## src/inc/clock_system_pkg.sv

```systemverilog
// constants, fuse layout and types for the clock source and prescaler block
package clock_system_pkg;
  localparam int CLK_MHZ = 200;
  localparam int AXI_ADDR_W = 4;
  localparam logic [3:0] ADDR_TRIM = 4'h0;
  localparam logic [3:0] ADDR_PRESCALE = 4'h4;
  localparam logic [3:0] ADDR_STATUS = 4'h8;
  localparam int TRIM_RANGE_BIT = 7;
  localparam int PCE_BIT = 7;
  localparam logic [3:0] CLOCK_SOURCE_SELECT_EXTERNAL = 4'h0;
  localparam logic [3:0] CLOCK_SOURCE_SELECT_RC = 4'h2;
  localparam logic [3:0] CLOCK_SOURCE_SELECT_LOW_POWER = 4'h3;
  localparam logic [1:0] SUT_BOD = 2'h0;
  localparam logic [1:0] SUT_FAST = 2'h1;
  localparam logic [1:0] SUT_SLOW = 2'h2;
  localparam logic [1:0] SUT_SHIPPED = SUT_SLOW;
  localparam logic [3:0] CLOCK_SOURCE_SELECT_SHIPPED = CLOCK_SOURCE_SELECT_RC;
  localparam logic [3:0] PS_RESET_NODIV = 4'h0;
  localparam logic [3:0] PS_RESET_DIV8 = 4'h3;
  localparam logic [3:0] PS_MAX = 4'h8;
  localparam logic [2:0] CHANGE_WINDOW = 3'h4;
  localparam logic [31:0] CYC_BASE = 32'h0000000E;
  localparam logic [2:0] CYC_WAKE = 3'h6;
  // additional reset delays in microseconds
  localparam int T_FAST_US = 4100;
  localparam int T_SLOW_US = 65000;
  localparam int T_LP_FAST_US = 4000;
  localparam int T_LP_SLOW_US = 64000;
  localparam int CYC_FAST = T_FAST_US * CLK_MHZ;
  localparam int CYC_SLOW = T_SLOW_US * CLK_MHZ;
  localparam int CYC_LP_FAST = T_LP_FAST_US * CLK_MHZ;
  localparam int CYC_LP_SLOW = T_LP_SLOW_US * CLK_MHZ;

  // fuse bits: 1 means programmed
  typedef struct packed {
    logic [3:0] clock_source_select;
    logic [1:0] startup_time_select;
    logic clock_output_fuse;
    logic divide_by_eight_fuse;
    logic reset_pin_disable_fuse;
  } fuse_t;

  localparam fuse_t FUSE_SHIPPED = '{CLOCK_SOURCE_SELECT_SHIPPED, SUT_SHIPPED, 1'b0, 1'b1, 1'b0};

  typedef enum logic [1:0] {SRC_EXTERNAL, SRC_RC, SRC_LOW_POWER, SRC_OTHER} source_t;
  typedef enum logic [1:0] {ST_LOAD, ST_COUNT, ST_RUN} start_state_t;
endpackage

```

## src/verilog/system_clock_source_and_prescaler.sv

```systemverilog
// clock source decode, start-up delay, rc trim and glitch-free system prescaler
`timescale 1ns/1ps
`default_nettype none

module system_clock_source_and_prescaler #(
  parameter int unsigned DELAY_FAST_CYCLES = clock_system_pkg::CYC_FAST,
  parameter int unsigned DELAY_SLOW_CYCLES = clock_system_pkg::CYC_SLOW,
  parameter int unsigned DELAY_LP_FAST_CYCLES = clock_system_pkg::CYC_LP_FAST,
  parameter int unsigned DELAY_LP_SLOW_CYCLES = clock_system_pkg::CYC_LP_SLOW
) (
  input wire logic aclk,
  input wire logic aresetn,
  input wire clock_system_pkg::fuse_t fuses,
  input wire logic fuses_blank,
  input wire logic [7:0] factory_trim,
  input wire logic wake_request,
  input wire logic awvalid,
  output var logic awready,
  input wire logic [clock_system_pkg::AXI_ADDR_W-1:0] awaddr,
  input wire logic wvalid,
  output var logic wready,
  input wire logic [31:0] wdata,
  input wire logic [3:0] wstrb,
  output var logic bvalid,
  input wire logic bready,
  output var logic [1:0] bresp,
  input wire logic arvalid,
  output var logic arready,
  input wire logic [clock_system_pkg::AXI_ADDR_W-1:0] araddr,
  output var logic rvalid,
  input wire logic rready,
  output var logic [31:0] rdata,
  output var logic [1:0] rresp,
  output var logic core_reset_n,
  output var logic wake_ready,
  output var logic system_clock_tick,
  output var logic clock_output_pin_o,
  output var logic clock_output_pin_oe_n,
  output var logic [7:0] rc_trim_code,
  output var clock_system_pkg::source_t source_select,
  output var logic timer_osc_enable
);
  import clock_system_pkg::*;

  function automatic logic [7:0] div_last_of(input logic [3:0] sel);
    // reserved codes divide like the largest factor
    if (sel > PS_MAX) begin
      div_last_of = 8'hFF;
    end else begin
      div_last_of = 8'((9'h001 << sel) - 9'h001);
    end
  endfunction

  // blank fuses take the shipped defaults
  fuse_t eff;
  assign eff = fuses_blank ? FUSE_SHIPPED : fuses;

  source_t src_next;
  assign src_next = (eff.clock_source_select == CLOCK_SOURCE_SELECT_EXTERNAL) ? SRC_EXTERNAL :
                    (eff.clock_source_select == CLOCK_SOURCE_SELECT_RC) ? SRC_RC :
                    (eff.clock_source_select == CLOCK_SOURCE_SELECT_LOW_POWER) ? SRC_LOW_POWER : SRC_OTHER;

  // additional reset delay by startup code and source
  logic [31:0] extra_cycles;
  always_comb begin
    case (eff.startup_time_select)
      // reset pin disabled needs time to enter programming mode
      SUT_BOD: extra_cycles = eff.reset_pin_disable_fuse ? 32'(DELAY_FAST_CYCLES) : 32'h0;
      // low-power source uses its own figures
      SUT_FAST: extra_cycles = (src_next == SRC_LOW_POWER) ? 32'(DELAY_LP_FAST_CYCLES)
                                                           : 32'(DELAY_FAST_CYCLES);
      SUT_SLOW: extra_cycles = (src_next == SRC_LOW_POWER) ? 32'(DELAY_LP_SLOW_CYCLES)
                                                           : 32'(DELAY_SLOW_CYCLES);
      default: extra_cycles = 32'h0;
    endcase
  end
  wire [31:0] startup_total = CYC_BASE + extra_cycles;

  // start-up hold of the core after reset release
  start_state_t st_reg;
  logic [31:0] st_cnt_reg;
  // hold core reset for 14 cycles plus the selected delay
  always_ff @(posedge aclk) begin
    if (!aresetn) begin
      st_reg <= ST_LOAD;
      st_cnt_reg <= 32'h0;
      core_reset_n <= 1'b0;
    end else begin
      case (st_reg)
        ST_LOAD: begin
          st_reg <= ST_COUNT;
          st_cnt_reg <= startup_total - 32'h2;
        end
        ST_COUNT: begin
          if (st_cnt_reg == 32'h0) begin
            st_reg <= ST_RUN;
            core_reset_n <= 1'b1;
          end else begin
            st_cnt_reg <= st_cnt_reg - 32'h1;
          end
        end
        ST_RUN: core_reset_n <= 1'b1;
        default: st_reg <= ST_LOAD;
      endcase
    end
  end

  // wake-up from power-down or power-save
  logic [2:0] wake_cnt_reg;
  wire wake_start = wake_request && (st_reg == ST_RUN) && (wake_cnt_reg == 3'h0);
  // six cycles from wake request to ready
  always_ff @(posedge aclk) begin
    if (!aresetn) begin
      wake_cnt_reg <= 3'h0;
      wake_ready <= 1'b0;
    end else begin
      wake_ready <= (wake_cnt_reg == 3'h1);
      if (wake_start) begin
        wake_cnt_reg <= CYC_WAKE - 3'h1;
      end else if (wake_cnt_reg != 3'h0) begin
        wake_cnt_reg <= wake_cnt_reg - 3'h1;
      end
    end
  end

  // bus write and read handshakes
  logic wr_rdy_reg;
  logic rd_rdy_reg;
  wire wr_start = awvalid && wvalid && !wr_rdy_reg && !bvalid;
  wire wr_take = awvalid && wvalid && wr_rdy_reg;
  wire rd_start = arvalid && !rd_rdy_reg && !rvalid;
  wire rd_take = arvalid && rd_rdy_reg;
  wire wr_mapped = (awaddr == ADDR_TRIM) || (awaddr == ADDR_PRESCALE) ||
                   (awaddr == ADDR_STATUS);
  wire rd_mapped = (araddr == ADDR_TRIM) || (araddr == ADDR_PRESCALE) ||
                   (araddr == ADDR_STATUS);
  wire wr_trim = wr_take && wstrb[0] && (awaddr == ADDR_TRIM);
  wire wr_ps = wr_take && wstrb[0] && (awaddr == ADDR_PRESCALE);

  // prescaler change protection
  logic [2:0] win_cnt_reg;
  logic [3:0] ps_sel_reg;
  wire win_open = (win_cnt_reg != 3'h0);
  // enable only counts when every lower bit (6:0) is zero
  wire pce_write = wr_ps && wdata[PCE_BIT] && (wdata[PCE_BIT-1:0] == 7'h00);
  wire sel_write = wr_ps && !wdata[PCE_BIT] && win_open;
  wire [2:0] win_next = sel_write ? 3'h0 :
                        (pce_write && !win_open) ? CHANGE_WINDOW :
                        win_open ? win_cnt_reg - 3'h1 : 3'h0;
  wire [3:0] ps_reset_sel = eff.divide_by_eight_fuse ? PS_RESET_DIV8 : PS_RESET_NODIV;

  // rewrites during the window neither extend nor clear it
  always_ff @(posedge aclk) begin
    if (!aresetn) begin
      win_cnt_reg <= 3'h0;
    end else begin
      win_cnt_reg <= win_next;
    end
  end

  // reset select follows the divide-by-8 fuse
  // select only changes inside the enable window
  always_ff @(posedge aclk) begin
    if (!aresetn) begin
      ps_sel_reg <= ps_reset_sel;
    end else if (sel_write) begin
      ps_sel_reg <= wdata[3:0];
    end
  end

  // divider; a new select is adopted only at the end of the old period,
  // so no period shorter than the old or new one is ever produced
  logic [3:0] active_sel_reg;
  logic [7:0] div_cnt_reg;
  wire [7:0] div_last = div_last_of(active_sel_reg);
  wire at_end = (div_cnt_reg == div_last);
  // glitch-free adoption at the period boundary
  always_ff @(posedge aclk) begin
    if (!aresetn) begin
      active_sel_reg <= ps_reset_sel;
      div_cnt_reg <= 8'h00;
      system_clock_tick <= 1'b0;
    end else begin
      system_clock_tick <= at_end;
      div_cnt_reg <= at_end ? 8'h00 : div_cnt_reg + 8'h01;
      if (at_end) begin
        active_sel_reg <= ps_sel_reg;
      end
    end
  end

  // divided clock on the output pin, enable low while driving
  always_ff @(posedge aclk) begin
    if (!aresetn) begin
      clock_output_pin_o <= 1'b0;
    end else begin
      clock_output_pin_o <= eff.clock_output_fuse && at_end;
    end
  end
  // pin enable ignores reset so the pin is owned during reset as well
  always_ff @(posedge aclk) begin
    clock_output_pin_oe_n <= !eff.clock_output_fuse;
  end

  // trim register: factory value at reset, then software
  logic [7:0] trim_reg;
  always_ff @(posedge aclk) begin
    if (!aresetn) begin
      trim_reg <= factory_trim;
    end else if (wr_trim) begin
      trim_reg <= wdata[7:0];
    end
  end
  // range bit and fine bits go unchanged to the oscillator
  always_ff @(posedge aclk) begin
    rc_trim_code <= {trim_reg[TRIM_RANGE_BIT], trim_reg[TRIM_RANGE_BIT-1:0]};
  end

  // timer oscillator pins free only with an internal rc source
  always_ff @(posedge aclk) begin
    if (!aresetn) begin
      source_select <= SRC_OTHER;
      timer_osc_enable <= 1'b0;
    end else begin
      source_select <= src_next;
      timer_osc_enable <= (src_next == SRC_RC) || (src_next == SRC_LOW_POWER);
    end
  end

  // register read data
  wire [31:0] status_word = {26'h0, timer_osc_enable, eff.startup_time_select,
                             source_select, core_reset_n};
  wire [31:0] rd_word = (araddr == ADDR_TRIM) ? {24'h0, trim_reg} :
                        (araddr == ADDR_PRESCALE) ? {24'h0, win_open, 3'h0, ps_sel_reg} :
                        (araddr == ADDR_STATUS) ? status_word : 32'h0;

  always_ff @(posedge aclk) begin
    if (!aresetn) begin
      wr_rdy_reg <= 1'b0;
      bvalid <= 1'b0;
      bresp <= 2'h0;
    end else begin
      wr_rdy_reg <= wr_start;
      if (wr_take) begin
        bvalid <= 1'b1;
        bresp <= wr_mapped ? 2'h0 : 2'h2;
      end else if (bready) begin
        bvalid <= 1'b0;
      end
    end
  end
  assign awready = wr_rdy_reg;
  assign wready = wr_rdy_reg;

  always_ff @(posedge aclk) begin
    if (!aresetn) begin
      rd_rdy_reg <= 1'b0;
      rvalid <= 1'b0;
      rdata <= 32'h0;
      rresp <= 2'h0;
    end else begin
      rd_rdy_reg <= rd_start;
      if (rd_take) begin
        rvalid <= 1'b1;
        rdata <= rd_word;
        rresp <= rd_mapped ? 2'h0 : 2'h2;
      end else if (rready) begin
        rvalid <= 1'b0;
      end
    end
  end
  assign arready = rd_rdy_reg;

  // helper logic for the checks below
  logic [31:0] since_release_reg;
  logic [8:0] since_end_reg;
  logic [7:0] period_last_reg;
  always_ff @(posedge aclk) begin
    if (!aresetn) begin
      since_release_reg <= 32'h0;
      since_end_reg <= 9'h0;
      period_last_reg <= div_last_of(ps_reset_sel);
    end else begin
      since_release_reg <= since_release_reg + 32'h1;
      since_end_reg <= at_end ? 9'h0 : since_end_reg + 9'h1;
      if (at_end) begin
        period_last_reg <= div_last_of(ps_sel_reg);
      end
    end
  end
endmodule

`default_nettype wire

```

## config.mk

```make
export PLATFORM = sky130hd
export DESIGN_NAME = system_clock_source_and_prescaler
export DESIGN_NICKNAME = d
export VERILOG_FILES = /design/src/inc/clock_system_pkg.sv /design/src/verilog/system_clock_source_and_prescaler.sv
export SDC_FILE = /design/constraint.sdc
export NUM_CORES = 1
export LEC_CHECK = 0
export BUFFER_PORTS_ARGS = -buffer_cell sky130_fd_sc_hd__buf_2
export CORE_MARGIN = 2
export CORE_UTILIZATION = 30
export DETAILED_ROUTE_END_ITERATION = 12
export MAX_ROUTING_LAYER = met4
export PLACE_DENSITY = 0.57
export SETUP_SLACK_MARGIN = 0.02
export SLEW_MARGIN = 5
export SYNTH_ARGS = -nofsm -noshare
export SYNTH_HDL_FRONTEND = slang
export SYNTH_SLANG_ARGS = --single-unit
export TNS_END_PERCENT = 20
```

## constraint.sdc

```tcl
create_clock -name aclk -period 2.8 [get_ports aclk]
set_input_delay 0.42 -clock aclk [delete_from_list [all_inputs] [get_ports aclk]]
set_output_delay 0.42 -clock aclk [all_outputs]
set_load 0.005 [all_outputs]
```

Word-level counts from Yosys, hierarchy flattened
Cells that the tools add are included.

Bits in registers: 120. Logic and storage cells: 143. Input bits: 70. Output and inout bits: 57.

Muxes and demuxes: 35. Add/subtract/negate cells: 7. Bitwise gates (word level): 3. Shift operators: 1. Order comparisons: 1. Equal/unequal tests: 19. Reduce and logical (&&, ||, !) cells: 52.

Operators by type and width (count): 24-bit case mux with 3 select lines (1); 32-bit case mux with 2 select lines (1); 8-bit two-way mux (5); 4-bit by 32-bit adder with 32-bit output (first input constant) (1); 32-bit logical NOT (1); 32-bit two-way mux (1); 32-bit by 1-bit subtractor with 32-bit output (second input constant) (1); 32-bit by 2-bit subtractor with 32-bit output (second input constant) (1); 20-bit two-way mux (1); 19-bit two-way mux (1); 1-bit logical AND (18); 16-bit two-way mux (1); 4-bit two-way mux (4); 4-bit logical NOT (3); 2-bit two-way mux (6); 3-bit two-way mux (4); 2-bit nonzero test (5); 9-bit two-way mux (1); 8-bit by 1-bit adder with 8-bit output (second input constant) (1); 4-bit by 2-bit equality test with 1-bit output (second input constant) (2); 4-bit by 3-bit equality test with 1-bit output (second input constant) (2); 4-bit equality test (second input constant) (2); 8-bit equality test (1); 1-bit by 4-bit << shifter with 8-bit output (first input constant) (1); 22 further kinds (53).

Depth between registers and ports, before layout
Gate-level depths: netlist (run 1).

Word-level depth: 11. Gate-level depth with buffers: 9. Mapped depth without buffers: 8.

Least setup slack after synthesis (run 1)
OpenSTA, ideal clock, no wires.

Path type: register to register. From: register active_sel_reg[3]. To: register active_sel_reg[0], enable pin. Data required time: 2.439 ns. Stages on the path, launching flop included: 8. Buffers on the path: 1. Setup time: 0.361 ns. Arrival time: 2.396 ns. Setup slack: 0.043 ns. Clock period less this slack: 2.757 ns. Cell sequence: edfxtp_1 clkbuf_1 or4b_2 ha_1 a21boi_0 xor2_1 o211ai_1 o21ai_0.

Cells in the longest elaborated chain, start to end: 5. Elaborated cells between the ends (all ways): 6. Those cells by class: 1 x add/sub; 1 x order compare; 2 x eq/ne; 1 x shift; 1 x mux.

RTL lines: from (decl) (line system_clock_source_and_prescaler.sv:173) `logic [3:0] active_sel_reg;`; from (signal assigned) (line system_clock_source_and_prescaler.sv:180) `active_sel_reg <= ps_reset_sel;`; from (signal assigned) (line system_clock_source_and_prescaler.sv:187) `active_sel_reg <= ps_sel_reg;`; 1-bit by 4-bit << shifter with 8-bit output (line system_clock_source_and_prescaler.sv:50) `div_last_of = 8'((9'h001 << sel) - 9'h001);`; 8-bit by 1-bit subtractor with 8-bit output (line system_clock_source_and_prescaler.sv:50); 8-bit two-way mux * (line system_clock_source_and_prescaler.sv:47) `if (sel > PS_MAX) begin`; 8-bit equality test * (line system_clock_source_and_prescaler.sv:176) `wire at_end = (div_cnt_reg == div_last);`; 2-bit by 1-bit != test with 1-bit output (no source line) *.

Every way passes the cells marked *; elsewhere a longest branch is shown, timed or not. A chain may end at the register's enable or synchronous reset.

Worst setup path after layout (run 1)
From: register active_sel_reg[3]. To: register active_sel_reg[3], enable pin.

Same word-level chain as after synthesis.

==> results of run 1 <==
==> worst reg2reg max path, stage by stage (launching register included) <==
cell	delay [ns]
edfxtp_1	0.44
or4b_2	0.69
ha_1	0.24
nand2b_1	0.08
a31oi_1	0.10
o21ai_0	0.23
nand4_1	0.20
o21ai_0	0.22
buf_4	0.16
==> worst paths after layout <==
check | to | slack [ns] | from
setup / recovery | active_sel_reg[3] | 0.16 | active_sel_reg[3]
hold / removal | clock_output_pin_oe_n | 0.26 | fuses[2]
setup reg to reg | active_sel_reg[3] | 0.16 | active_sel_reg[3]
hold reg to reg | rc_trim_code[7] | 0.38 | trim_reg[7]
==> cell type report <==
type / count / share of cell area, %
multi-input combinational: 417 / 44.4
sequential: 94 / 35.3
timing repair buffer: 97 / 9.44
tap: 216 / 4.67
clock buffer: 9 / 3.90
inverter: 19 / 1.23
clock inverter: 7 / 1.06
==> cells by family (layout without fill, tap and decap cells) <==
logic type	Yosys count	after routing
AO/OA/AOI/OAI	146	146
XOR/XNOR	8	8
adder cells (fa/ha/maj)	10	10
buffers and inverters	75	132
flip-flops	94	94
multiplexers	10	10
other	1	26
AND/OR/NAND/NOR	217	217
==> layer usage <==
metal  vias up  wire length (um)
met5         -                 0
met3        10               797
met2       120              6480
met4         0               147
met1      2123              5700
li1       2197                 -
==> placed cells by master, fill, tap and decap left out, drive strengths merged, types with 15 or more instances in the layout <==
| cell | instances |
|---|---|
| nor2 | 30 |
| nor3 | 33 |
| conb | 26 |
| dfxtp | 78 |
| nand2 | 43 |
| or4 | 16 |
| edfxtp | 16 |
| nor4 | 15 |
| inv | 22 |
| a21oi | 39 |
| buf | 97 |
| o31ai | 18 |
| o21ai | 33 |
==> stage by stage <==
step | cell area (sq um) | hold WS (ns) | cells | power, mW | setup WS (ns)
after floorplan | 5010 | 0.348 | 586 | 2.10 | 0.0430
after global placement | 5470 | 0.354 | 840 | 2.27 | 0.130
after detailed placement | 5470 | 0.366 | 840 | 2.31 | 0.116
after CTS | 5760 | 0.242 | 856 | 3.52 | 0.0873
after global routing | 5780 | 0.238 | 859 | 3.70 | 0.00944
final | 5780 | 0.258 | 859 | 3.49 | 0.155
==> repair_timing <==
item                                    4_1_cts  5_1_grt
endpoints found under the setup margin        0        9
hold endpoints to repair                      0        0
setup buffers                                 0        3
gates resized for setup                       0        2
==> where the power goes <==
group	switching, mW	internal, mW	total [mW]
registers	0.0838	1.49	1.58
clock network	0.580	0.621	1.20
logic	0.413	0.298	0.711
total	1.08	2.41	3.49
==> out/metrics.yaml, run 1 <==
synthesis:
  yosys-top-cells-area: "dfxtp_1 32%, edfxtp_1 9.8%, buf_4 4.3%"
  synth_cell_types: 68
  synth_mux_area_share_pct: 2.19
  yosys.area_share.adder_pct: 2.55
  synth_area_per_cell_sq_um: 8.76
  synth_ff_type: "dfxtp_1"
  synth_top_cell_by_area: "dfxtp_1"
  ys_top_cells_by_count: "78 x dfxtp_1, 43 x nand2_1, 39 x a21oi_1"
  ys_ff_latch: 94
  synth_edf_count: 16
  synth-seq-area-share_pct: 41.5
  yosysMostFrequentCell: "dfxtp_1"
  synthArstFlopShare_pct: 0
  synth_top_family_by_area: "simple AND/OR/NAND/NOR gates"
  synth_area_sq_mm: 0.00492
  synth_compound_area_share_pct: 19.3
  yosysTopAreaCellShare_pct: 31.8
  syn-instance-count: 561
  ys_warn_count: 0
  synth-simple-area-share_pct: 24.7
  synthXorXnorAreaFrac_pct: 1.43
hold_path:
  holdPathStages: 2
  hold_class: "in -> reg"
drt:
  vias: 4450
  drt-initial-drc-count: 288
  via_per_inst: 5.18
  firstDrtPassIters: 4
  drt_wl_total_mm: 13.1
  drc: 0
  ant_nets: 0
  routedWlPerCell_um: 15.3
sta:
  relSlewSlack_pct: 15.9
  worst_pin_slew_ns: 1.25
  rsz0062_at_grt: "true"
  hold_viol: 0
  max_freq_mhz: 378
  finalCritPeriodShare_pct: 94.5
  slew_violations: 0
  fin_setup_tns_ns: 0
  timing.final.crit_period_ns: 2.64
  setup_viol: 0
  clock_skew_ns: 0.00981
global_routing:
  antenna_found_initial: 0
  grt_max_degree: 35
  grt-ovfl-total: 0
  gr-usage-met2_pct: 25.9
  grt-busiest-layer: "met2"
  grtUsageTotal_pct: 15.8
  use_met3_pct: 4.34
  grt_pass1_vias: 4454
  grt_first_pass_wirelength_mm: 21.9
  grt_use_met1_pct: 18.8
cts:
  clock-sinks: 94
  cts_hold_buffers: 0
  root_buffer: "clkbuf_16"
  cts_made_buffers: 9
  cts_tree: "done"
  clockBufferDepth: 2
  insertion_delay_ns: 0.36
  htree_levels: 3
  path_clk_slew_ns: 0.07
setup_path:
  cp_cell_sequence: "or4b_2 -> ha_1 -> nand2b_1 -> a31oi_1 -> o21ai_0 -> nand4_1 -> o21ai_0 -> buf_4"
  crit_path_top_delay_cell: "or4b_2"
  cp_num_cells: 8
  arrival_ns: 2.73
  start_kind: "flip-flop"
  cp.required_ns: 2.88
  cpPeakStageDelay_ns: 0.69
  critPathBufInv: 1
  path_common_cell: "o21ai_0"
  path_class: "reg -> reg"
  worstRegToRegCells: 8
  end_kind: "flip-flop"
  worstPathMaxFanout: 5
  cp_top_family: "simple AND/OR/NAND/NOR gates"
floorplanning:
  ios: 127
  coreArea_sq_mm: 0.0159
  die_h_um: 132
  die_x_um: 132
  start_util_pct: 30.8
  row_count: 46
  dieArea_sq_mm: 0.0174
finish:
  seq_area_sq_mm: 0.00204
  fillers: 1644
  final_nets: 718
  largest_register_ffs: 32
  diodes: 0
  multi_input_area_sq_mm: 0.00257
  area_growth_pct: 17.6
  postLayoutCoreUtil_pct: 36.3
  drive_gt1_share_pct: 20.7
status:
  status: "finished, final reports clean"
power_and_ir_drop:
  p_leak_nw: 2.27
  p_per_area_mw_per_mm2: 604
  vdd_ir_drop_max_uv: 317
placed_design:
  gp_congestion: 0.854
  dp_hpwl_mm: 9.61
  portBuffers: 73
run:
  max_cap_violations: 0
Note: power is estimated with default switching activity, not from simulation.
==> inputs of run 2 (changes only) <==
BUFFER_PORTS_ARGS = not set   (was -buffer_cell sky130_fd_sc_hd__buf_2)
DONT_BUFFER_PORTS = 1   (was not set)
PLACE_DENSITY = 0.5   (was 0.57)
SLEW_MARGIN = 0   (was 5)
==> run 2 against run 1 <==
  * Non-clock buffer count is 74 lower
  * Fmax is 2.8% higher
  * Hold slack worse by 0.11 ns
  * Sequential power about the same
  * Clock skew down 0.0016 ns
==> out/metrics.yaml, run 2 (same netlist as run 1, synthesis figures left out) <==
floorplanning:
  row_count: 46
  die_x_um: 132
  ios: 127
  coreArea_sq_mm: 0.0159
  start_util_pct: 30.8
  die_h_um: 132
  dieArea_sq_mm: 0.0174
setup_path:
  crit_start: "active_sel_reg[1]"
  path_class: "reg -> reg"
  r2r-start: "active_sel_reg[1]"
  crit_path_end: "active_sel_reg[3]"
  worstRegToRegCells: 7
  arrival_ns: 2.64
  end_kind: "flip-flop"
  regToRegEndpoint: "active_sel_reg[3]"
  cp.required_ns: 2.87
  start_kind: "flip-flop"
  worstPathMaxFanout: 4
  rrSetupSlack_ns: 0.23
drt:
  drt-initial-drc-count: 194
  drt_wl_total_mm: 13.0
  vias: 4194
  via_per_inst: 5.34
  ant_nets: 0
  routedWlPerCell_um: 16.5
  drc: 0
  firstDrtPassIters: 4
cts:
  path_clk_slew_ns: 0.07
  clock-sinks: 94
  clockBufferDepth: 2
  root_buffer: "clkbuf_16"
  htree_levels: 3
  cts_made_buffers: 9
  postCtsSetupBuffers: 0
  cts_tree: "done"
  insertion_delay_ns: 0.35
sta:
  setup_viol: 0
  timing.final.crit_period_ns: 2.57
  relSlewSlack_pct: 43.2
  finalCritPeriodShare_pct: 91.9
  slew_violations: 0
  hold_viol: 0
  rsz0062_at_grt: "false"
  max_freq_mhz: 389
  clock_skew_ns: 0.00818
  hold_slack_ns: 0.145
  worst_pin_slew_ns: 0.845
  fin_setup_tns_ns: 0
placed_design:
  portBuffers: 0
  dp_hpwl_mm: 9.42
  dpl_cell_area_sq_mm: 0.00513
  gp_congestion: 0.802
power_and_ir_drop:
  clock_power_share_pct: 35.1
  p_leak_nw: 1.95
  sw_frac_of_total_pct: 30.2
  p_sw_mw: 1.03
  p_per_area_mw_per_mm2: 627
  internal_power_mw: 2.37
  power_frac_comb_pct: 18.3
  report.power.total_mw: 3.40
  seqPwrFrac_pct: 46.6
  vdd_ir_drop_max_uv: 293
global_routing:
  grtUsageTotal_pct: 15.3
  antenna_found_initial: 1
  grt_first_pass_wirelength_mm: 20.9
  grt_pass1_vias: 4053
  grt-ovfl-total: 0
  grt_max_degree: 47
hold_path:
  min_from: "aresetn"
  hold_class: "in -> reg"
finish:
  layout_commonest_cell: "dfxtp_1"
  fillers: 1672
  final_nets: 644
  drive_gt1_share_pct: 10.4
  area_growth_pct: 10.3
  largest_register_ffs: 32
  fin_area_sq_mm: 0.00542
  layout_common_cells: "78 x dfxtp_1, 43 x nand2_1, 39 x a21oi_1, 33 x nor3_1, 32 x o21ai_0"
run:
  max_cap_violations: 0
status:
  status: "finished, final reports clean"
-- run 2: worst min-delay path by stage --
stage,depth (start not counted),end
6_report,1,source_select[0]
3_5_place_dp,0,rc_trim_code[0]
2_1_floorplan,0,rc_trim_code[6]
4_1_cts,1,source_select[0]
3_3_place_gp,0,rc_trim_code[2]
5_1_grt,1,source_select[0]
-- run 2: worst max-delay path: stages (launching register included) --
cell      delay, ns
edfxtp_1       0.43
or4b_2         0.67
ha_1           0.29
a21boi_0       0.21
xor2_1         0.21
o211ai_1       0.18
o21ai_2        0.16
buf_4          0.15
-- run 2: power groups by stage --
stage	Sequential [mW]	Clock (mW)	Combinational, mW
after CTS	1.58	1.24	0.623
after global routing	1.60	1.29	0.707
after global placement	1.61	0	0.601
after floorplan	1.59	0	0.514
after detailed placement	1.61	0	0.621
final	1.58	1.19	0.623
-- run 2: timing repair --
| action | CTS | global route |
|---|---|---|
| hold buffers | 0 | 0 |
| resized for setup | 0 | 2 |
| hold endpoints to repair | 0 | 0 |
| endpoints found under the setup margin | 0 | 4 |
-- run 2: final cells by class --
| type | count | area (sq um) | share of cell area, % |
|---|---|---|---|
| clock buffer | 9 | 225 | 4.15 |
| sequential | 94 | 2040 | 37.7 |
| tap | 216 | 270 | 4.98 |
| inverter | 19 | 71.3 | 1.32 |
| antenna | 1 | 2.50 | 0.0461 |
| clock inverter | 7 | 58.8 | 1.08 |
| timing repair buffer | 23 | 185 | 3.41 |
| multi-input combinational | 417 | 2570 | 47.3 |
-- run 2: per-layer routing --
layer	global-route usage [%]	vias to the layer above	part of all wire (%)
li1	-	2064	-
met1	18.7	2002	45
met2	24.4	112	47
met3	4.04	16	6.1
met4	5.07	0	1.6
met5	-	-	0
-- run 2: stage by stage --
stage / worst slack (ns) / utilization (%) / cells
after floorplan: 0.0430 / - / 586
after global placement: 0.220 / 32.2 / 769
after detailed placement: 0.186 / 32.2 / 769
after CTS: 0.178 / 34.0 / 785
after global routing: 0.0206 / 34.0 / 786
final: 0.228 / 34.0 / 786
